==> config.mk <==
export PLATFORM = sky130hd
export DESIGN_NAME = timer_capture_compare_pwm
export DESIGN_NICKNAME = d
export VERILOG_FILES = /design/src/rtl/tcc_pkg.sv /design/src/rtl/timer_capture_compare_pwm.sv
export SDC_FILE = /design/constraint.sdc
export NUM_CORES = 1
export LEC_CHECK = 0
export ABC_CLOCK_PERIOD_IN_PS = 7100
export BUFFER_PORTS_ARGS = -buffer_cell sky130_fd_sc_hd__buf_4
export CORE_MARGIN = 5
export CORE_UTILIZATION = 61
export DETAILED_ROUTE_END_ITERATION = 7
export PLACE_DENSITY = 0.9
export RECOVER_POWER = 25
export SLEW_MARGIN = 20
export SYNTH_ARGS = -nofsm -noshare
export SYNTH_HDL_FRONTEND = slang
export SYNTH_SLANG_ARGS = --single-unit
==> constraint.sdc <==
create_clock -name mclk -period 7.1 [get_ports mclk]
set_clock_uncertainty 0.15 [all_clocks]
set_input_delay 1.42 -clock mclk [delete_from_list [all_inputs] [get_ports mclk]]
set_output_delay 1.42 -clock mclk [all_outputs]
set_load 0.05 [all_outputs]
==> src/rtl/tcc_pkg.sv <==
// register map, field positions and encodings of the capture/compare block
package tcc_pkg;
  // register byte offsets, one aligned word each, data in bits 7:0
  localparam logic [7:0] OFS_CTRL_ONE = 8'h00;
  localparam logic [7:0] OFS_CTRL_TWO = 8'h04;
  localparam logic [7:0] OFS_STATUS = 8'h08;
  localparam logic [7:0] OFS_CAP1_HIGH = 8'h0C;
  localparam logic [7:0] OFS_CAP1_LOW = 8'h10;
  localparam logic [7:0] OFS_CAP2_HIGH = 8'h14;
  localparam logic [7:0] OFS_CAP2_LOW = 8'h18;
  localparam logic [7:0] OFS_CMP1_HIGH = 8'h1C;
  localparam logic [7:0] OFS_CMP1_LOW = 8'h20;
  localparam logic [7:0] OFS_CMP2_HIGH = 8'h24;
  localparam logic [7:0] OFS_CMP2_LOW = 8'h28;
  // timer_control_one fields
  localparam int C1_CAP_IE = 7;
  localparam int C1_CMP_IE = 6;
  localparam int C1_OVF_IE = 5;
  localparam int C1_FORCE2 = 4;
  localparam int C1_FORCE1 = 3;
  localparam int C1_LEVEL2 = 2;
  localparam int C1_EDGE1 = 1;
  localparam int C1_LEVEL1 = 0;
  // timer_control_two fields
  localparam int C2_OE1 = 7;
  localparam int C2_OE2 = 6;
  localparam int C2_ONE_PULSE = 5;
  localparam int C2_PWM = 4;
  localparam int C2_CLK_HI = 3;
  localparam int C2_CLK_LO = 2;
  localparam int C2_EDGE2 = 1;
  localparam int C2_EXT_EDGE = 0;
  // timer_status_register fields
  localparam int ST_CAP1 = 7;
  localparam int ST_CMP1 = 6;
  localparam int ST_CAP2 = 4;
  localparam int ST_CMP2 = 3;
  // reset values
  localparam logic [7:0] CTRL_RESET = 8'h00;
  localparam logic [15:0] COMPARE_RESET = 16'h8000;
  localparam logic [15:0] CAPTURE_RESET = 16'h0000;
  // value the counter core loads on a preset request
  localparam logic [15:0] PRESET_VALUE = 16'hFFFC;
  // axi responses
  localparam logic [1:0] RESP_OKAY = 2'h0;
  localparam logic [1:0] RESP_SLVERR = 2'h2;
  typedef enum logic [1:0] {
    CLK_DIV4 = 2'b00,
    CLK_DIV2 = 2'b01,
    CLK_DIV8 = 2'b10,
    CLK_EXT = 2'b11
  } clock_select_t;
endpackage : tcc_pkg

==> src/rtl/timer_capture_compare_pwm.sv <==
// capture, compare, forced compare, one-pulse and pwm logic with axi4-lite
//
// Behaviour
// - two 16-bit captures copy counter on edge
// - per-input edge select bit in software
// - select 0 falling, 1 rising edge
// - capture sets flag; interrupt if enabled, unmasked
// - flag clears: status read, then low-byte access
// - high byte read blocks capture until low
// - capture register holds most recent event; in halt the code keeps the first edge
// - halt arms capture; flag appears on wake
// - compare registers matched each tick, flag set
// - compare registers software only, reset 8000h
// - match with enable drives level; pin resets low
// - compare match interrupts if enabled, unmasked
// - compare flag clears: status read, low access
// - high byte write disables compare until low
// - enable clear: pin untouched, interrupt still possible
// - divide by two: match at counter equal
// - other clocks: match at value plus one
// - force bit copies level, no flag
// - one-pulse: edge presets counter, drives level two
// - one-pulse: no compare flag one; capture flag
// - both mode bits set means pwm only
// - pwm: match one level one, two level two
// - pulse length is compare two minus one
// - compare two match in pwm presets counter
// - pwm: compare flags off, capture flag on period
//
// Local design decisions: the placing of the registers and the AXI4-Lite register port.
`timescale 1ns/1ps
module timer_capture_compare_pwm
  import tcc_pkg::*;
#(
  parameter int ADDR_W = 8
) (
  input wire logic mclk,
  input wire logic rst_n,
  input wire logic [ADDR_W-1:0] s_axi_awaddr,
  input wire logic [2:0] s_axi_awprot,
  input wire logic s_axi_awvalid,
  output logic s_axi_awready,
  input wire logic [31:0] s_axi_wdata,
  input wire logic [3:0] s_axi_wstrb,
  input wire logic s_axi_wvalid,
  output logic s_axi_wready,
  output logic [1:0] s_axi_bresp,
  output logic s_axi_bvalid,
  input wire logic s_axi_bready,
  input wire logic [ADDR_W-1:0] s_axi_araddr,
  input wire logic [2:0] s_axi_arprot,
  input wire logic s_axi_arvalid,
  output logic s_axi_arready,
  output logic [31:0] s_axi_rdata,
  output logic [1:0] s_axi_rresp,
  output logic s_axi_rvalid,
  input wire logic s_axi_rready,
  input wire logic [15:0] counter_value,
  input wire logic timer_tick,
  input wire logic halt_mode,
  input wire logic global_mask,
  input wire logic [1:0] capture_pin,
  output logic [1:0] compare_pin_out,
  output logic [1:0] compare_pin_oe_n,
  output logic counter_preset,
  output logic timer_irq
);

  if (ADDR_W < 8) begin : g_addr_w_check
    $error("ADDR_W must be at least 8");
  end

  // ---------------- axi4-lite slave ----------------
  logic [ADDR_W-1:0] w_addr;
  logic [7:0] w_byte;
  logic w_lane0;
  wire do_write = !s_axi_awready && !s_axi_wready && !s_axi_bvalid;
  wire do_read = s_axi_arvalid && s_axi_arready;

  wire wr_ctrl1 = do_write && w_addr == ADDR_W'(OFS_CTRL_ONE);
  wire wr_ctrl2 = do_write && w_addr == ADDR_W'(OFS_CTRL_TWO);
  wire wr_status = do_write && w_addr == ADDR_W'(OFS_STATUS);
  wire wr_cap1h = do_write && w_addr == ADDR_W'(OFS_CAP1_HIGH);
  wire wr_cap1l = do_write && w_addr == ADDR_W'(OFS_CAP1_LOW);
  wire wr_cap2h = do_write && w_addr == ADDR_W'(OFS_CAP2_HIGH);
  wire wr_cap2l = do_write && w_addr == ADDR_W'(OFS_CAP2_LOW);
  wire wr_cmp1h = do_write && w_addr == ADDR_W'(OFS_CMP1_HIGH);
  wire wr_cmp1l = do_write && w_addr == ADDR_W'(OFS_CMP1_LOW);
  wire wr_cmp2h = do_write && w_addr == ADDR_W'(OFS_CMP2_HIGH);
  wire wr_cmp2l = do_write && w_addr == ADDR_W'(OFS_CMP2_LOW);
  wire wr_mapped = wr_ctrl1 | wr_ctrl2 | wr_status | wr_cap1h | wr_cap1l |
                   wr_cap2h | wr_cap2l | wr_cmp1h | wr_cmp1l | wr_cmp2h |
                   wr_cmp2l;

  wire rd_ctrl1 = do_read && s_axi_araddr == ADDR_W'(OFS_CTRL_ONE);
  wire rd_ctrl2 = do_read && s_axi_araddr == ADDR_W'(OFS_CTRL_TWO);
  wire rd_status = do_read && s_axi_araddr == ADDR_W'(OFS_STATUS);
  wire rd_cap1h = do_read && s_axi_araddr == ADDR_W'(OFS_CAP1_HIGH);
  wire rd_cap1l = do_read && s_axi_araddr == ADDR_W'(OFS_CAP1_LOW);
  wire rd_cap2h = do_read && s_axi_araddr == ADDR_W'(OFS_CAP2_HIGH);
  wire rd_cap2l = do_read && s_axi_araddr == ADDR_W'(OFS_CAP2_LOW);
  wire rd_cmp1h = do_read && s_axi_araddr == ADDR_W'(OFS_CMP1_HIGH);
  wire rd_cmp1l = do_read && s_axi_araddr == ADDR_W'(OFS_CMP1_LOW);
  wire rd_cmp2h = do_read && s_axi_araddr == ADDR_W'(OFS_CMP2_HIGH);
  wire rd_cmp2l = do_read && s_axi_araddr == ADDR_W'(OFS_CMP2_LOW);
  wire rd_mapped = rd_ctrl1 | rd_ctrl2 | rd_status | rd_cap1h | rd_cap1l |
                   rd_cap2h | rd_cap2l | rd_cmp1h | rd_cmp1l | rd_cmp2h |
                   rd_cmp2l;

  // a write strobe without lane 0 changes no register data but still counts
  // as an access to the register for flag clearing and compare arming
  wire wr_data_ok = w_lane0;

  always_ff @(posedge mclk or negedge rst_n) begin
    if (!rst_n) begin
      s_axi_awready <= 1'b1;
      s_axi_wready <= 1'b1;
      s_axi_bvalid <= 1'b0;
      s_axi_bresp <= RESP_OKAY;
      w_addr <= '0;
      w_byte <= 8'h00;
      w_lane0 <= 1'b0;
    end else begin
      if (s_axi_awvalid && s_axi_awready) begin
        w_addr <= s_axi_awaddr;
        s_axi_awready <= 1'b0;
      end
      if (s_axi_wvalid && s_axi_wready) begin
        w_byte <= s_axi_wdata[7:0];
        w_lane0 <= s_axi_wstrb[0];
        s_axi_wready <= 1'b0;
      end
      if (do_write) begin
        s_axi_bvalid <= 1'b1;
        s_axi_bresp <= wr_mapped ? RESP_OKAY : RESP_SLVERR;
      end
      if (s_axi_bvalid && s_axi_bready) begin
        s_axi_bvalid <= 1'b0;
        s_axi_awready <= 1'b1;
        s_axi_wready <= 1'b1;
      end
    end
  end

  // ---------------- control registers ----------------
  logic [7:0] timer_control_one;
  logic [7:0] timer_control_two;
  always_ff @(posedge mclk or negedge rst_n) begin
    if (!rst_n) begin
      timer_control_one <= CTRL_RESET;
      timer_control_two <= CTRL_RESET;
    end else begin
      if (wr_ctrl1 && wr_data_ok) timer_control_one <= w_byte;
      if (wr_ctrl2 && wr_data_ok) timer_control_two <= w_byte;
    end
  end

  wire [1:0] edge_select = {timer_control_two[C2_EDGE2],
                            timer_control_one[C1_EDGE1]};
  wire [1:0] output_level = {timer_control_one[C1_LEVEL2],
                             timer_control_one[C1_LEVEL1]};
  wire [1:0] force_output = {timer_control_one[C1_FORCE2],
                             timer_control_one[C1_FORCE1]};
  wire [1:0] compare_output_enable = {timer_control_two[C2_OE2],
                                      timer_control_two[C2_OE1]};
  wire capture_interrupt_enable = timer_control_one[C1_CAP_IE];
  wire compare_interrupt_enable = timer_control_one[C1_CMP_IE];
  wire pwm_on = timer_control_two[C2_PWM];
  wire one_pulse_on = timer_control_two[C2_ONE_PULSE] && !pwm_on;
  wire div2_clock = timer_control_two[C2_CLK_HI:C2_CLK_LO] == CLK_DIV2;

  // ---------------- capture edge detection ----------------
  logic [1:0] pin_prev;
  logic pin_valid;
  always_ff @(posedge mclk or negedge rst_n) begin
    if (!rst_n) begin
      pin_prev <= 2'b00;
      pin_valid <= 1'b0;
    end else begin
      pin_prev <= capture_pin;
      pin_valid <= 1'b1;
    end
  end

  // first cycle after reset has no history, so no edge is taken
  wire [1:0] rise = capture_pin & ~pin_prev;
  wire [1:0] fall = ~capture_pin & pin_prev;
  wire [1:0] active_edge = pin_valid ?
    ((rise & edge_select) | (fall & ~edge_select)) : 2'b00;
  // channel 1 capture is taken over by the pwm period in pwm mode
  wire [1:0] capture_event = active_edge & {1'b1, !pwm_on};

  // ---------------- compare match ----------------
  logic [15:0] compare_value [2];
  logic [1:0] compare_armed;
  logic [1:0] compare_match;
  wire [1:0] wr_cmp_high = {wr_cmp2h, wr_cmp1h};
  wire [1:0] wr_cmp_low = {wr_cmp2l, wr_cmp1l};
  wire [1:0] rd_cmp_low = {rd_cmp2l, rd_cmp1l};
  wire [1:0] rd_cap_high = {rd_cap2h, rd_cap1h};
  wire [1:0] rd_cap_low = {rd_cap2l, rd_cap1l};
  wire [1:0] wr_cap_low = {wr_cap2l, wr_cap1l};

  wire pwm_period_hit = pwm_on && compare_match[1];

  // ---------------- per-channel capture and compare ----------------
  logic [15:0] capture_value [2];
  logic [1:0] capture_lock;
  logic [1:0] halt_armed;
  logic [1:0] capture_flag;
  logic [1:0] capture_seen;
  logic [1:0] compare_flag;
  logic [1:0] compare_seen;
  logic [1:0] capture_flag_set;
  logic [1:0] compare_flag_set;

  // a pwm period end sets capture flag 1 without new data
  assign capture_flag_set[0] = (capture_event[0] && !halt_mode) ||
    (halt_armed[0] && !halt_mode) || pwm_period_hit;
  assign capture_flag_set[1] = (capture_event[1] && !halt_mode) ||
    (halt_armed[1] && !halt_mode);
  assign compare_flag_set[0] = compare_match[0] && !pwm_on &&
    !one_pulse_on;
  assign compare_flag_set[1] = compare_match[1] && !pwm_on;

  genvar ch;
  generate
    for (ch = 0; ch < 2; ch++) begin : g_chan
      // div 2 matches on counter equal, slower clocks one count later
      wire [15:0] match_target = div2_clock ? compare_value[ch] :
        16'(compare_value[ch] + 16'h0001);
      assign compare_match[ch] = timer_tick && compare_armed[ch] &&
        counter_value == match_target;
      wire take = capture_event[ch] && !capture_lock[ch] &&
        (!halt_mode || !halt_armed[ch]);
      wire cap_low_access = rd_cap_low[ch] || wr_cap_low[ch];
      wire cap_clear = capture_seen[ch] && cap_low_access;
      wire cmp_low_access = rd_cmp_low[ch] || wr_cmp_low[ch];
      wire cmp_clear = compare_seen[ch] && cmp_low_access;

      always_ff @(posedge mclk or negedge rst_n) begin
        if (!rst_n) begin
          capture_value[ch] <= CAPTURE_RESET;
          capture_lock[ch] <= 1'b0;
          halt_armed[ch] <= 1'b0;
        end else begin
          if (take) capture_value[ch] <= counter_value;
          if (rd_cap_high[ch]) capture_lock[ch] <= 1'b1;
          else if (rd_cap_low[ch]) capture_lock[ch] <= 1'b0;
          if (take && halt_mode) halt_armed[ch] <= 1'b1;
          else if (!halt_mode) halt_armed[ch] <= 1'b0;
        end
      end

      // set wins over a clear arriving in the same cycle
      always_ff @(posedge mclk or negedge rst_n) begin
        if (!rst_n) begin
          capture_flag[ch] <= 1'b0;
          capture_seen[ch] <= 1'b0;
          compare_flag[ch] <= 1'b0;
          compare_seen[ch] <= 1'b0;
        end else begin
          capture_flag[ch] <= capture_flag_set[ch] ||
            (capture_flag[ch] && !cap_clear);
          if (cap_clear || capture_flag_set[ch]) capture_seen[ch] <= 1'b0;
          else if (rd_status && capture_flag[ch]) capture_seen[ch] <= 1'b1;
          compare_flag[ch] <= compare_flag_set[ch] ||
            (compare_flag[ch] && !cmp_clear);
          if (cmp_clear || compare_flag_set[ch]) compare_seen[ch] <= 1'b0;
          else if (rd_status && compare_flag[ch]) compare_seen[ch] <= 1'b1;
        end
      end

      // the timer never writes these; only software does
      always_ff @(posedge mclk or negedge rst_n) begin
        if (!rst_n) begin
          compare_value[ch] <= COMPARE_RESET;
          compare_armed[ch] <= 1'b1;
        end else begin
          if (wr_cmp_high[ch]) begin
            if (wr_data_ok) compare_value[ch][15:8] <= w_byte;
            compare_armed[ch] <= 1'b0;
          end
          if (wr_cmp_low[ch]) begin
            if (wr_data_ok) compare_value[ch][7:0] <= w_byte;
            compare_armed[ch] <= 1'b1;
          end
        end
      end
    end
  endgenerate

  // ---------------- compare pins ----------------
  logic [1:0] next_pin;
  always_comb begin
    next_pin = compare_pin_out;
    // pin 1: forced level beats mode logic
    if (force_output[0] && compare_output_enable[0]) begin
      next_pin[0] = output_level[0];
    end else if (compare_output_enable[0]) begin
      if (pwm_on) begin
        if (compare_match[0]) next_pin[0] = output_level[0];
        if (compare_match[1]) next_pin[0] = output_level[1];
      end else if (one_pulse_on) begin
        if (capture_event[0] && !halt_mode)
          next_pin[0] = output_level[1];
        if (compare_match[0]) next_pin[0] = output_level[0];
      end else if (compare_match[0]) begin
        next_pin[0] = output_level[0];
      end
    end
    // pin 2 keeps normal compare behaviour except in pwm, where matches leave it; disabled pin is left alone
    if (force_output[1] && compare_output_enable[1]) begin
      next_pin[1] = output_level[1];
    end else if (compare_output_enable[1] && compare_match[1] && !pwm_on) begin
      next_pin[1] = output_level[1];
    end
  end

  // pin latches start low; oe_n high leaves the pin to general i/o
  always_ff @(posedge mclk or negedge rst_n) begin
    if (!rst_n) begin
      compare_pin_out <= 2'b00;
      compare_pin_oe_n <= 2'b11;
      counter_preset <= 1'b0;
    end else begin
      compare_pin_out <= next_pin;
      compare_pin_oe_n <= ~compare_output_enable;
      counter_preset <= pwm_period_hit ||
        (one_pulse_on && capture_event[0] && !halt_mode);
    end
  end

  // ---------------- interrupt request ----------------
  wire irq_cause = (capture_interrupt_enable && |capture_flag) ||
                   (compare_interrupt_enable && |compare_flag);
  always_ff @(posedge mclk or negedge rst_n) begin
    if (!rst_n) timer_irq <= 1'b0;
    else timer_irq <= irq_cause && !global_mask;
  end

  // ---------------- read data ----------------
  wire [7:0] status_byte = {capture_flag[0], compare_flag[0], 1'b0,
                            capture_flag[1], compare_flag[1], 3'b000};
  wire [7:0] rd_byte =
    rd_ctrl1 ? timer_control_one :
    rd_ctrl2 ? timer_control_two :
    rd_status ? status_byte :
    rd_cap1h ? capture_value[0][15:8] :
    rd_cap1l ? capture_value[0][7:0] :
    rd_cap2h ? capture_value[1][15:8] :
    rd_cap2l ? capture_value[1][7:0] :
    rd_cmp1h ? compare_value[0][15:8] :
    rd_cmp1l ? compare_value[0][7:0] :
    rd_cmp2h ? compare_value[1][15:8] :
    rd_cmp2l ? compare_value[1][7:0] : 8'h00;

  always_ff @(posedge mclk or negedge rst_n) begin
    if (!rst_n) begin
      s_axi_arready <= 1'b1;
      s_axi_rvalid <= 1'b0;
      s_axi_rdata <= 32'h00000000;
      s_axi_rresp <= RESP_OKAY;
    end else begin
      if (do_read) begin
        s_axi_arready <= 1'b0;
        s_axi_rvalid <= 1'b1;
        s_axi_rdata <= {24'h000000, rd_byte};
        s_axi_rresp <= rd_mapped ? RESP_OKAY : RESP_SLVERR;
      end
      if (s_axi_rvalid && s_axi_rready) begin
        s_axi_rvalid <= 1'b0;
        s_axi_arready <= 1'b1;
      end
    end
  end

endmodule : timer_capture_compare_pwm

[Word-level counts from Yosys, hierarchy flattened]
Cells that the tools add are included.
Word-level totals
  bits in registers: 137
  output and inout bits: 47
  input port bits: 86
Operators by class
  eq/ne operators: 26
  reduce and logical (&&, ||, !) cells: 128
  multiplexer cells: 55
  add/sub/neg operators: 2
  bitwise operators: 30
Operators with widths (number)
  $mux W8: 11
  $logic_and A1 B1 Y1: 71
  $eq A8 B5 Y1 const B: 8
  $eq A8 B6 Y1 const B: 6
  $mux W1: 39
  $add A16 B1 Y16 const B: 2
  $eq A16 B16 Y1: 2
  $eq A8 B4 Y1 const B: 4
  $mux W16: 2
  $reduce_bool A2 Y1: 14
  $or A1 B1 Y1: 20
  $logic_or A1 B1 Y1: 19
  $eq A8 B3 Y1 const B: 2
  $logic_not A8 Y1: 2
  $logic_not A1 Y1: 15
  $and A2 B2 Y2: 5
  $reduce_and A2 Y1: 5
  $not A2 Y2: 4
  $mux W2: 3
  $ne A5 B2 Y1 const B: 1
  $ne A2 B1 Y1 const B: 2
  $reduce_or A2 Y1: 2
  $eq A2 B1 Y1 const B: 1
  $or A2 B2 Y2: 1

[Logic depth before layout (Yosys ltp)]
Gate-level depths: netlist (run 1).
  depth after elaboration: 15
  depth in mapped cells: 10
  depth with buffers taken out: 9

[Worst setup path after synthesis (run 1)]
OpenSTA, ideal clock, no wires.
  kind: input to register
  start point: input counter_value[14]
  end point: register compare_pin_out[1]
  setup slack: 3.459 ns
  setup time: 0.128 ns
  buffers on the path: 1
  data required time: 6.822 ns
  data arrival time: 3.364 ns
  stages on the path: 9
  cell sequence: clkbuf_1 > xnor2_1 > xnor2_1 > o32ai_1 > o2bb2ai_1 > nor2_1 > or4_1 > a21oi_1 > mux2_1
Between the ends
  cells in the longest elaborated chain, start to end: 5
Ends and longest elaborated chain
  start: declaration: RTL line timer_capture_compare_pwm.sv:58  | input wire logic [15:0] counter_value,
  $eq A16 B16 Y1: RTL line timer_capture_compare_pwm.sv:233  | counter_value == match_target;
  $logic_and A1 B1 Y1: RTL line timer_capture_compare_pwm.sv:232  | assign compare_match[ch] = timer_tick && compare_armed[ch] &&
  $logic_and A1 B1 Y1 (2 in series): RTL line timer_capture_compare_pwm.sv:315  | end else if (compare_output_enable[1] && compare_match[1] && !pwm_on) begin
  $reduce_bool A2 Y1 (no line)
  end signal: assignment: RTL line timer_capture_compare_pwm.sv:327  | compare_pin_out <= next_pin;
  end: declaration: RTL line timer_capture_compare_pwm.sv:63  | output logic [1:0] compare_pin_out,
No other way between the ends.
A chain may end at the register's enable or synchronous reset.

[Worst setup path in the final report (run 1)]
  start point: input s_axi_arvalid
  end point: register s_axi_rdata[3]
Between the ends
  cells in the longest elaborated chain, start to end: 13
  elaborated cells on any way between the ends: 23
  those cells by class: mux (11); reduce/logical (12)
Ends and longest elaborated chain
  start: declaration: RTL line timer_capture_compare_pwm.sv:52  | input wire logic s_axi_arvalid,
  $logic_and A1 B1 Y1 (*): RTL line timer_capture_compare_pwm.sv:78  | wire do_read = s_axi_arvalid && s_axi_arready;
  $logic_and A1 B1 Y1: RTL line timer_capture_compare_pwm.sv:105  | wire rd_cmp2l = do_read && s_axi_araddr == ADDR_W'(OFS_CMP2_LOW);
  $mux W8: RTL line timer_capture_compare_pwm.sv:356  | rd_cmp2l ? compare_value[1][7:0] : 8'h00;
  $mux W8: RTL line timer_capture_compare_pwm.sv:355  | rd_cmp2h ? compare_value[1][15:8] :
  $mux W8: RTL line timer_capture_compare_pwm.sv:354  | rd_cmp1l ? compare_value[0][7:0] :
  $mux W8: RTL line timer_capture_compare_pwm.sv:353  | rd_cmp1h ? compare_value[0][15:8] :
  $mux W8: RTL line timer_capture_compare_pwm.sv:352  | rd_cap2l ? capture_value[1][7:0] :
  $mux W8: RTL line timer_capture_compare_pwm.sv:351  | rd_cap2h ? capture_value[1][15:8] :
  $mux W8: RTL line timer_capture_compare_pwm.sv:350  | rd_cap1l ? capture_value[0][7:0] :
  $mux W8: RTL line timer_capture_compare_pwm.sv:349  | rd_cap1h ? capture_value[0][15:8] :
  $mux W8: RTL line timer_capture_compare_pwm.sv:348  | rd_status ? status_byte :
  $mux W8: RTL line timer_capture_compare_pwm.sv:347  | rd_ctrl2 ? timer_control_two :
  $mux W8: RTL line timer_capture_compare_pwm.sv:346  | rd_ctrl1 ? timer_control_one :
  end signal: assignment: RTL line timer_capture_compare_pwm.sv:368  | s_axi_rdata <= {24'h000000, rd_byte};
  end: declaration: RTL line timer_capture_compare_pwm.sv:54  | output logic [31:0] s_axi_rdata,
Every way passes the cells marked *; elsewhere a longest branch is shown, timed or not.

==> results of run 1 <==
[critical path, cell delays in order]
cell and delay (ns):
clkbuf_1 0.18, nand2_1 0.28, nor4_1 0.77, nand2_1 0.26, nor3_1 0.88, a22oi_1 0.21, nand3_1 0.16, a211oi_1 0.07
nor3_1 0.21
[cell type report]
cell class,count,area [um^2]
clock buffers,20,457
clock inverters,12,174
fillers,853,3370
inverters,16,60.1
multi-input cells,553,3810
flip-flops and latches,135,3390
well taps,147,184
repair buffers,77,571
[cells by family (layout without fill, tap and decap cells)]
family,count (synthesis),in the layout,synth area share
compound gates,145,145,0.130
xor+xnor,37,37,0.0435
fa+ha+maj,2,2,0.00336
buf+inv,66,125,0.0479
flops,135,135,0.455
mux,111,111,0.165
other cells,2,27,0.00101
simple gates,231,231,0.154
[metal layers]
| layer | vias up | part of all wire | GRT usage |
|---|---|---|---|
| met4 | 0 | 0.039 | 0.120 |
| met3 | 65 | 0.10 | 0.0730 |
| met5 | - | 0 | 0 |
| li1 | 2745 | - | - |
| met1 | 3078 | 0.39 | 0.406 |
| met2 | 405 | 0.46 | 0.482 |
[metrics by stage]
stage	total power, W	setup slack (ns)	std cells	hold WS, ns
CTS	0.00272	3.04	960	0.304
global route	0.00283	2.65	960	0.325
detailed placement	0.00177	2.60	928	0.294
finish	0.00273	2.84	960	0.309
floorplan	0.00153	3.46	754	0.232
global placement	0.00174	2.78	928	0.294
[power breakdown]
| group | switching (W) | internal (W) | total (W) |
|---|---|---|---|
| combinational | 0.000356 | 0.000255 | 0.000611 |
| sequential | 0.000233 | 0.000940 | 0.00117 |
| clock | 0.000339 | 0.000605 | 0.000944 |
[sequential cells by signal, indices dropped and copies added (netlist names), 8 cells and up]
| register | flops |
|---|---|
| w_byte | 8 |
| s_axi_rdata | 8 |
| compare_value | 32 |
| timer_control_one | 8 |
| timer_control_two | 8 |
| capture_value | 32 |
| w_addr | 8 |
[synthesized netlist by cell type, types with 2 or more instances]
cell       number
o21ai_1         2
ha_1            2
nor2b_1         4
nor4_1          4
conb_1          2
o31ai_1         6
nand2b_1        6
a221oi_1        5
nand2_1        80
xnor2_1        20
inv_1          15
buf_4          26
buf_2           3
and3_1          9
nand3b_1        5
clkbuf_1       17
and3_2          2
nand4_1         5
mux2_1          3
o22ai_1         5
mux2i_1        14
nand3_1        25
buf_1           3
or3_1           9
o2111ai_1       2
nor3_1         25
mux2_2         94
or4_1           5
and2_1          3
o21ai_0        38
xor2_1         17
o21a_1          3
a21oi_1        22
a211oi_1        7
dfrtp_1       126
nor3b_1         2
o41ai_1         3
dfstp_2         9
o211ai_1        7
a22oi_1         9
a222oi_1        2
nor2_1         36
a21o_1         11
a31oi_1        10
[worst max-delay path by stage]
| stage | from | to | slack, ns |
|---|---|---|---|
| after global placement | s_axi_arvalid | s_axi_rdata[3]$_DFFE_PN0P_ | 2.78 |
| after CTS | s_axi_arvalid | s_axi_rdata[3]$_DFFE_PN0P_ | 3.04 |
| after global routing | s_axi_arvalid | s_axi_rdata[3]$_DFFE_PN0P_ | 2.65 |
| after detailed placement | s_axi_arvalid | s_axi_rdata[3]$_DFFE_PN0P_ | 2.60 |
| after floorplan | counter_value[14] | compare_pin_out[1]$_DFFE_PN0P_ | 3.46 |
| final | s_axi_arvalid | s_axi_rdata[3]$_DFFE_PN0P_ | 2.84 |
==> run summary, run 1 <==
status: complete, no violations
most common cell after layout, fill and taps aside: dfrtp_1
clock sinks: 135
Synth area leaders: dfrtp_1, mux2_2, nand2_1
total track usage: 0.304
reg2reg end: compare_pin_out[1]$_DFFE_PN0P_
ANT cells: 0
Ys Warns: 0
Tmin final: 4.26 ns
hold_sp: timer_control_two[6]$_DFFE_PN0P_
top cell type's share of synthesized area: 0.423
initial antenna violation count: 0
drt pass-1 iters: 6
Core Box Area: 0.0120 mm^2
Slew @ Worst Pin: 1.02 ns
CTS resizes: 0
ys async rst share: 1.00
Leak Pwr: 3.88 nW
synthesized area: 0.00745 mm^2
P per Cell Area: 316 mW/mm^2
clk slew on worst S/H paths: 0.06 ns
CTS max path bufs: 2
worst path required time: 7.29 ns
IO Count: 133
largest net degree at the start of global routing: 92
DR vias: 6293
sequential-to-total area share from yosys stat: 0.455
grt total ovfl: 0
drt wl/cell: 22.5 um
flip-flop and latch count after synthesis: 135
flop-to-flop setup slack: 3.46 ns
Die ar.: 0.0145 mm^2
Unique masters post-synth: 70
type of destination of the critical path: flip-flop
Fin. Hold Viols: 0
RSZ-0062 raised after global routing: false
first-pass GRT wire length: 33.5 mm
DP Area: 0.00802 mm^2
cells on worst reg2reg path: 8
CTS Root Buffer Type: clkbuf_16
CTS tree: built
Fmax: 0.235 GHz
post-DP HPWL: 15.6 mm
Synth area leader: dfrtp_1
Die Wd: 120 um
DRT antenna net count: 0
Worst EP arrival: 4.44 ns
worst skew pair latency: 0.43 ns
CP Class: primary input to flip-flop
commonest cells after routing, fill and taps aside: dfrtp_1, mux2_2, nand2_1
post-layout util: 0.719
DR iter-0 viols: 888
endpoints failing setup: 0
CTS buffer count: 17
Hold EP: compare_pin_oe_n[1]$_DFF_PN1_
Final TNS setup: 0 ns
Vias/cell: 6.56
Post-synth EDFFs: 0
vias in the first global route: 6040
Syn Inst Count: 729
Layout area overhead: 16.0%
Slew Limit Headroom: 0.315
RD Place Congestion: 0.989
Setup Buffers After CTS: 0
R2R Path Start: timer_control_two[2]$_DFFE_PN0P_
Initial Util: 0.620
Detailed Route WL: 21.6 mm
Tcrit/Tclk final: 0.600
Critical Path Start Type: primary input
dominant synthesized flop cell: dfrtp_1
max-slew violation count: 0
row count: 40
IO buf count: 73
number of nets in the layout: 888
CP Max Fanout: 11
layout cells sized above 1: 0.268
Mapped Avg Cell Area: 10.2 um^2
worst-case vdd ir drop: 0.286 mV
Cells on Worst Hold Path: 1
Die Y: 120 um
Final Cell Area: 0.00864 mm^2
worst hold path class: flip-flop to flip-flop
max-cap violation count: 0
hold_buf cts: 0
# H-tree levels: 4
DRC Markers: 0
No activity file was read; power rests on OpenSTA's default activity.
==> run 2: changes to the inputs <==
--- a/config.mk
+++ b/config.mk
@@ -5,12 +5,13 @@
 export SDC_FILE = /design/constraint.sdc
 export NUM_CORES = 1
 export LEC_CHECK = 0
-export ABC_CLOCK_PERIOD_IN_PS = 7100
+export ABC_AREA = 1
+export ABC_CLOCK_PERIOD_IN_PS = 4200
 export BUFFER_PORTS_ARGS = -buffer_cell sky130_fd_sc_hd__buf_4
 export CORE_MARGIN = 5
-export CORE_UTILIZATION = 61
+export CORE_UTILIZATION = 57
 export DETAILED_ROUTE_END_ITERATION = 7
-export PLACE_DENSITY = 0.9
+export PLACE_DENSITY = 0.85
 export RECOVER_POWER = 25
 export SLEW_MARGIN = 20
 export SYNTH_ARGS = -nofsm -noshare
==> constraint.sdc (replaced) <==
create_clock -name mclk -period 4.2 [get_ports mclk]
set_clock_uncertainty 0.15 [all_clocks]
set_input_delay 0.84 -clock mclk [delete_from_list [all_inputs] [get_ports mclk]]
set_output_delay 0.84 -clock mclk [all_outputs]
set_load 0.05 [all_outputs]
==> run 2 against run 1 <==
The flow now finishes with violations (max-capacitance violations, max-slew violations). Worst hold slack better by 0.025 ns. Wire length up 9.0%. Critical path depth up 1. Non-clock buffer count up 2. Via count up 20%. Cell count up 40%. Power up 74%. Critical path type is now flip-flop to flip-flop. Largest cell class unchanged. Highest routed layer unchanged.
==> run summary, run 2 <==
ys async rst share: 1.00 (unchanged)
RD Place Congestion: 1.01 (+2.6%)
total track usage: 0.295 (-0.00978)
most frequent cell after synthesis: nand2_1
row count: 43 (+7.5%)
CTS resizes: 0 (unchanged)
top cell types by occurrence after synthesis: nand2_1, inv_1, dfrtp_1
CTS buffer count: 17 (unchanged)
Synth area leader: dfrtp_1
drt wl/cell: 17.6 um (-22%)
Ys Warns: 0 (unchanged)
DRT antenna net count: 0 (unchanged)
DR vias: 7552 (+20%)
Die Wd: 128 um (+6.0%)
CP Class: flip-flop to flip-flop
Tmin final: 2.83 ns
# H-tree levels: 4 (unchanged)
grt met1 use: 0.386 (-0.0198)
endpoints failing setup: 0 (unchanged)
post-DP HPWL: 17.5 mm (+12%)
Final Cell Area: 0.00910 mm^2 (+5.3%)
IO buf count: 73 (unchanged)
CTS Root Buffer Type: clkbuf_16
Top Registers: capture_value x32, compare_value x32
Comb pwr share: 0.259 (+0.035)
Worst EP arrival: 2.96 ns (-1.48 ns)
status: finished with violations
Die Y: 128 um (+6.0%)
Slew @ Worst Pin: 2.16 ns (+1.14 ns)
grt total ovfl: 0 (unchanged)
initial antenna violation count: 0 (unchanged)
Synth area leaders: dfrtp_1, nand2_1, o21ai_0
Core Box Area: 0.0137 mm^2 (+14%)
CTS tree: built
worst skew pair latency: 0.43 ns (about the same)
Unique masters post-synth: 48 (-31%)
worst-case vdd ir drop: 0.453 mV (+58%)
first-pass GRT wire length: 36.8 mm (+9.9%)
flip-flop and latch count after synthesis: 135 (unchanged)
Fmax: 0.353 GHz
Clock Power Share: 0.332 (-0.014)
worst hold path class: flip-flop to flip-flop
Net Sw Frac: 0.374 (+0.0336)
CP Max Fanout: 20 (+9)
CTS max path bufs: 2 (unchanged)
type of destination of the critical path: flip-flop
Leak Pwr: 4.43 nW (+14%)
Die ar.: 0.0163 mm^2 (+12%)
Sequential Power Share: 0.409 (-0.021)
most crowded layer after global routing: met2
Mapped Avg Cell Area: 7.35 um^2 (-28%)
DRC Markers: 0 (unchanged)
Critical Path Start Type: flip-flop
worst path required time: 4.33 ns (-2.96 ns)
layout cells sized above 1: 0.134 (-0.134)
met3 Usage GRT: 0.0713 (-0.00172)
DR iter-0 viols: 843 (-5.1%)
sw power: 0.00177 W (+91%)
worst-case hold slack: 0.334 ns (+0.0250 ns)
sequential-to-total area share from yosys stat: 0.429 (-0.0257)
failing checks: max-capacitance violations, max-slew violations
Post-synth EDFFs: 0 (unchanged)
Layout area overhead: 15.3%
max-cap violation count: 1 (+1)
met2 Use GR: 0.469 (-0.0134)
ANT cells: 0 (unchanged)
P per Cell Area: 520 mW/mm^2 (+65%)
DP Area: 0.00849 mm^2 (+5.8%)
Slew Limit Headroom: -0.439 (-0.754)
clock sinks: 135 (unchanged)
Final TNS setup: 0 ns (unchanged)
most common cell after layout, fill and taps aside: nand2_1
Tcrit/Tclk final: 0.674
Fin. Hold Viols: 0 (unchanged)
post-layout util: 0.663 (-0.0559)
Vias/cell: 5.63 (-14%)
Int Power: 0.00297 W (+65%)
Setup Buffers After CTS: 0 (unchanged)
Initial Util: 0.575 (-0.0447)
Syn Inst Count: 1074 (+47%)
max-slew violation count: 90 (+90)
top cell type's share of synthesized area: 0.399 (-0.0239)
synthesized area: 0.00789 mm^2 (+6.0%)
Filler cells: 1175 (+38%)
RSZ-0062 raised after global routing: false
dominant synthesized flop cell: dfrtp_1
number of nets in the layout: 1236 (+39%)
vias in the first global route: 6985 (+16%)
clk slew on worst S/H paths: 0.06 ns (about the same)
hold_buf cts: 0 (unchanged)
drt pass-1 iters: 6 (unchanged)
IO Count: 133 (unchanged)
commonest cells after routing, fill and taps aside: nand2_1, inv_1, dfrtp_1
largest net degree at the start of global routing: 90 (-2.2%)
Detailed Route WL: 23.6 mm (+9.0%)
[run 2: cell types whose count changed in the layout (fill, tap and decap cells not counted), moves of 43 or more]
| cell | before | now |
|---|---|---|
| nand3_1 | 25 | 73 |
| mux2_2 | 94 | 5 |
| nor2_1 | 36 | 79 |
| o21ai_0 | 38 | 109 |
| nand2_1 | 80 | 309 |
| inv_1 | 15 | 142 |
[run 2: power by group through the flow]
stage | sequential, W | clock, W | combinational (W)
after floorplan | 0.00193 | 0 | 0.000798
after global placement | 0.00193 | 0 | 0.00117
after detailed placement | 0.00194 | 0 | 0.00120
after CTS | 0.00192 | 0.00157 | 0.00122
after global routing | 0.00196 | 0.00163 | 0.00136
final | 0.00194 | 0.00157 | 0.00123
[run 2: worst max-delay path, cell delays in order, from the launching register on]
cell	delay, ns
dfstp_1	0.55
nand2_1	0.06
buf_4	0.21
inv_1	0.26
nand4_1	0.23
nor2_1	0.41
a21oi_1	0.11
o21ai_0	0.15
nand3_1	0.10
o21ai_0	0.28
nand4_1	0.15
[run 2: per-layer routing]
| metal | part of all wire | up-vias | routed length, um |
|---|---|---|---|
| li1 | - | 3550 | - |
| met1 | 0.39 | 3502 | 9170 |
| met2 | 0.47 | 420 | 11200 |
| met3 | 0.091 | 80 | 2140 |
| met4 | 0.046 | 0 | 1070 |
| met5 | 0 | - | 0 |
[run 2: worst paths after layout]
path	cells past startpoint	endpoint	from	slack [ns]
max reg2reg	10	s_axi_rdata[1]$_DFFE_PN0P_	s_axi_arready$_DFFE_PN1P_	1.37
min in group asynchronous	1	capture_value[6]$_DFFE_PN0P_	rst_n	0.86
max	10	s_axi_rdata[1]$_DFFE_PN0P_	s_axi_arready$_DFFE_PN1P_	1.37
max in group asynchronous	2	compare_pin_oe_n[1]$_DFF_PN1_	rst_n	1.67
min reg2reg	2	capture_value[7]$_DFFE_PN0P_	capture_value[7]$_DFFE_PN0P_	0.33
min	2	capture_value[7]$_DFFE_PN0P_	capture_value[7]$_DFFE_PN0P_	0.33
[run 2: layout make-up]
type	count	area (um^2)	share of cell area
multi-input cells	771	3730	0.410
flip-flops and latches	135	3390	0.372
repair buffers	79	583	0.0641
inverters	144	541	0.0594
clock buffers	20	467	0.0513
well taps	180	225	0.0247
clock inverters	12	164	0.0180
[run 2: cells by family (layout without fill, tap and decap cells)]
group | Yosys count | count (layout) | synth area share
other cells | 2 | 27 | 0.000952
flops | 135 | 135 | 0.429
compound gates | 166 | 166 | 0.114
buf+inv | 193 | 255 | 0.109
mux | 5 | 5 | 0.00713
simple gates | 544 | 544 | 0.306
fa+ha+maj | 2 | 2 | 0.00317
xor+xnor | 27 | 27 | 0.0300
[run 2: through the flow]
stage	worst slack, ns	total power (W)	std cells
after floorplan	1.86	0.00273	1099
after global placement	1.17	0.00310	1309
after detailed placement	1.10	0.00314	1309
after CTS	1.48	0.00472	1341
after global routing	1.13	0.00495	1341
final	1.37	0.00474	1341
==> run 3: changes to the inputs <==
--- a/config.mk
+++ b/config.mk
@@ -5,8 +5,8 @@
 export SDC_FILE = /design/constraint.sdc
 export NUM_CORES = 1
 export LEC_CHECK = 0
-export ABC_AREA = 1
-export ABC_CLOCK_PERIOD_IN_PS = 4200
+export ABC_AREA = 0
+export ABC_CLOCK_PERIOD_IN_PS = 2700
 export BUFFER_PORTS_ARGS = -buffer_cell sky130_fd_sc_hd__buf_4
 export CORE_MARGIN = 5
 export CORE_UTILIZATION = 57
==> constraint.sdc (replaced) <==
create_clock -name mclk -period 2.7 [get_ports mclk]
set_clock_uncertainty 0.15 [all_clocks]
set_input_delay 0.54 -clock mclk [delete_from_list [all_inputs] [get_ports mclk]]
set_output_delay 0.54 -clock mclk [all_outputs]
set_load 0.05 [all_outputs]
==> run 3 against run 2 <==
The flow finishes with violations (negative setup slack). Non-clock buffer count is 100 higher. Sequential power is 57% higher. Wire length is 1.4% higher. Power is 53% higher. Maximum frequency is 6.4% lower. Combinational power is 53% higher. First-iteration DRC count is 2.7% lower. Core utilization is 9.0 points higher. Critical path depth is 1 lower. Global-route usage is 1.0 points higher. Worst setup slack worse by 1.7 ns. Critical path type unchanged.
==> run summary, run 3 (synthesis results as in run 1) <==
Fmax: 0.331 GHz (-6.4%)
Met3 Wirelength: 2.46 mm (+15%)
CTS max path bufs: 2 (unchanged)
Met1 Routed Length: 9.04 mm (-1.4%)
Critical Path Start Type: flip-flop
Slew @ Worst Pin: 0.992 ns (-1.17 ns)
number of nets in the layout: 990 (-20%)
status: finished with violations
DR vias: 6775 (-10%)
largest net degree at the start of global routing: 54 (-40%)
Critical Path Stages: 9 (-1)
CTS Root Buffer Type: clkbuf_16
Tot Pwr: 0.00724 W (+53%)
Int Power: 0.00474 W (+60%)
CP Class: flip-flop to flip-flop
failing checks: negative setup slack
RSZ-0062 raised after global routing: true
Critical Path Most Common Cell: or3_4
row count: 41 (-4.7%)
vias in the first global route: 6792 (-2.8%)
Slew Limit Headroom: 0.339 (+0.778)
# H-tree levels: 4 (unchanged)
DRC Markers: 0 (unchanged)
total track usage: 0.305 (+0.0103)
CP delay by family, top: simple AND/OR/NAND/NOR gates
Die Wd: 124 um (-2.6%)
hold_sp: global_mask
Cells on Worst Hold Path: 2 (unchanged)
Vias/cell: 6.23 (+11%)
Tcrit/Tclk final: 1.12 (+0.446)
Die ar.: 0.0155 mm^2 (-5.2%)
Final Cell Area: 0.00958 mm^2 (+5.3%)
CTS tree: built
worst path required time: 2.85 ns (-1.48 ns)
Die Y: 124 um (-2.6%)
Leak Pwr: 4.39 nW (-0.91%)
DR iter-0 viols: 820 (-2.7%)
Tmin final: 3.02 ns (+0.193 ns)
Final WS setup: -0.323 ns (-1.69 ns)
Core Box Area: 0.0127 mm^2 (-7.3%)
Worst EP arrival: 3.17 ns (+0.21 ns)
Layout area overhead: 28.7%
worst-case hold slack: 0.109 ns (-0.226 ns)
clk slew on worst S/H paths: 0.06 ns (about the same)
Max stage delay on crit path: 0.45 ns (-0.10 ns)
worst hold path class: primary input to flip-flop
Comb pwr share: 0.259 (about the same)
initial antenna violation count: 0 (unchanged)
Sequential Power Share: 0.422 (+0.013)
post-layout util: 0.753 (+0.0898)
grt total ovfl: 0 (unchanged)
commonest cells after routing, fill and taps aside: buf_4, dfrtp_1, mux2_2
Hold EP: timer_irq$_DFF_PN0_
post-DP HPWL: 17.5 mm (+0.24%)
max-cap violation count: 0 (-1)
reg2reg end: compare_pin_out[0]$_DFFE_PN0P_
Initial Util: 0.585 (+0.0101)
CP Max Fanout: 4 (-80%)
max-slew violation count: 0 (-100%)
max layer used: met4
worst-case vdd ir drop: 0.700 mV (+54%)
Cell Chain, Critical Path: ha_2 -> nand2_2 -> or3_4 -> or3b_4 -> a2111oi_4 -> o2111ai_2 -> or3_4 -> a31oi_1 -> a21boi_1
Fin. Hold Viols: 0 (unchanged)
flop-to-flop setup slack: -0.32 ns (-1.69 ns)
Top Registers: capture_value x32, compare_value x32
DRT antenna net count: 0 (unchanged)
first-pass GRT wire length: 37.1 mm (+0.86%)
cells on worst reg2reg path: 9 (-1)
DP Area: 0.00882 mm^2 (+4.0%)
Bufs and invs on worst path: 0 (-2)
IO buf count: 73 (unchanged)
type of destination of the critical path: flip-flop
drt pass-1 iters: 8 (+2)
Clock Power Share: 0.319 (-0.013)
CTS buffer count: 17 (unchanged)
Final TNS setup: -1.27 ns (-1.27 ns)
DR WL met2: 11.3 mm (+0.89%)
CP max stage cell: or3_4
Net Sw Frac: 0.345 (-0.0289)
drt wl/cell: 22.0 um (+25%)
worst skew pair latency: 0.42 ns (about the same)
most common cell after layout, fill and taps aside: buf_4
endpoints failing setup: 5 (+5)
Detailed Route WL: 23.9 mm (+1.4%)
R2R Path Start: compare_value[0]$_DFFE_PN0P_
P per Cell Area: 755 mW/mm^2 (+45%)
RD Place Congestion: 1.01 (-0.73%)
sw power: 0.00250 W (+41%)
layout cells sized above 1: 0.375 (+0.241)
clock sinks: 135 (unchanged)
IO Count: 133 (unchanged)
[run 3: cell types whose count changed in the layout (fill, tap and decap cells not counted), moves of 23 or more]
cell / before / now
nand2_1: 309 / 79
inv_1: 142 / 15
buf_4: 76 / 171
mux2_2: 5 / 94
o21ai_0: 109 / 37
nand3_1: 73 / 22
nor2_1: 79 / 36
nand4_1: 28 / 5
[run 3: worst register-to-register path: stages, from the launching register on]
cell	delay, ns
dfrtp_1	0.39
ha_2	0.20
nand2_2	0.07
or3_4	0.38
or3b_4	0.41
a2111oi_4	0.32
o2111ai_2	0.23
or3_4	0.45
a31oi_1	0.21
a21boi_1	0.09
[run 3: cell type report]
cell class / count / area [um^2]
Clock buffer: 23 / 498
Clock inverter: 8 / 95.1
Fill cell: 864 / 3140
Multi-Input combinational cell: 553 / 3970
Inverter: 16 / 60.1
Antenna cell: 1 / 2.50
Sequential cell: 135 / 3390
Timing Repair Buffer: 179 / 1350
Tap cell: 172 / 215
[run 3: metrics by stage]
stage	setup slack (ns)	std cells
global route	-0.367	1086
CTS	-0.255	1086
finish	-0.323	1087
global placement	-0.304	1050
floorplan	-0.178	754
detailed placement	-0.416	1050
[run 3: repair_timing]
item	CTS	global route
setup buffers	4	0
hold endpoints to repair	31	0
hold buffers	1	0
gates resized for setup	10	20
endpoints found under the setup margin	7	8
pin swaps	6	5
[run 3: worst max-delay path by stage]
| stage | slack (ns) | end | start |
|---|---|---|---|
| after floorplan | -0.18 | compare_pin_out[0]$_DFFE_PN0P_ | compare_value[0]$_DFFE_PN0P_ |
| after global placement | -0.30 | compare_pin_out[0]$_DFFE_PN0P_ | compare_value[0]$_DFFE_PN0P_ |
| after detailed placement | -0.42 | compare_pin_out[0]$_DFFE_PN0P_ | compare_value[1]$_DFFE_PN0P_ |
| after CTS | -0.25 | compare_pin_out[0]$_DFFE_PN0P_ | compare_value[0]$_DFFE_PN0P_ |
| after global routing | -0.37 | compare_pin_out[0]$_DFFE_PN0P_ | compare_value[0]$_DFFE_PN0P_ |
| final | -0.32 | compare_pin_out[0]$_DFFE_PN0P_ | compare_value[0]$_DFFE_PN0P_ |
[run 3: power groups by stage]
stage	clock, W	sequential (W)	combinational [W]
CTS	0.00232	0.00302	0.00184
detailed placement	0	0.00304	0.00182
finish	0.00231	0.00305	0.00188
global route	0.00241	0.00308	0.00200
global placement	0	0.00301	0.00175
floorplan	0	0.00307	0.000963
[run 3: metal layers]
layer	up-vias	GRT usage
li1	2959	-
met1	3309	0.384
met2	422	0.490
met3	85	0.0768
met4	0	0.151
met5	-	0
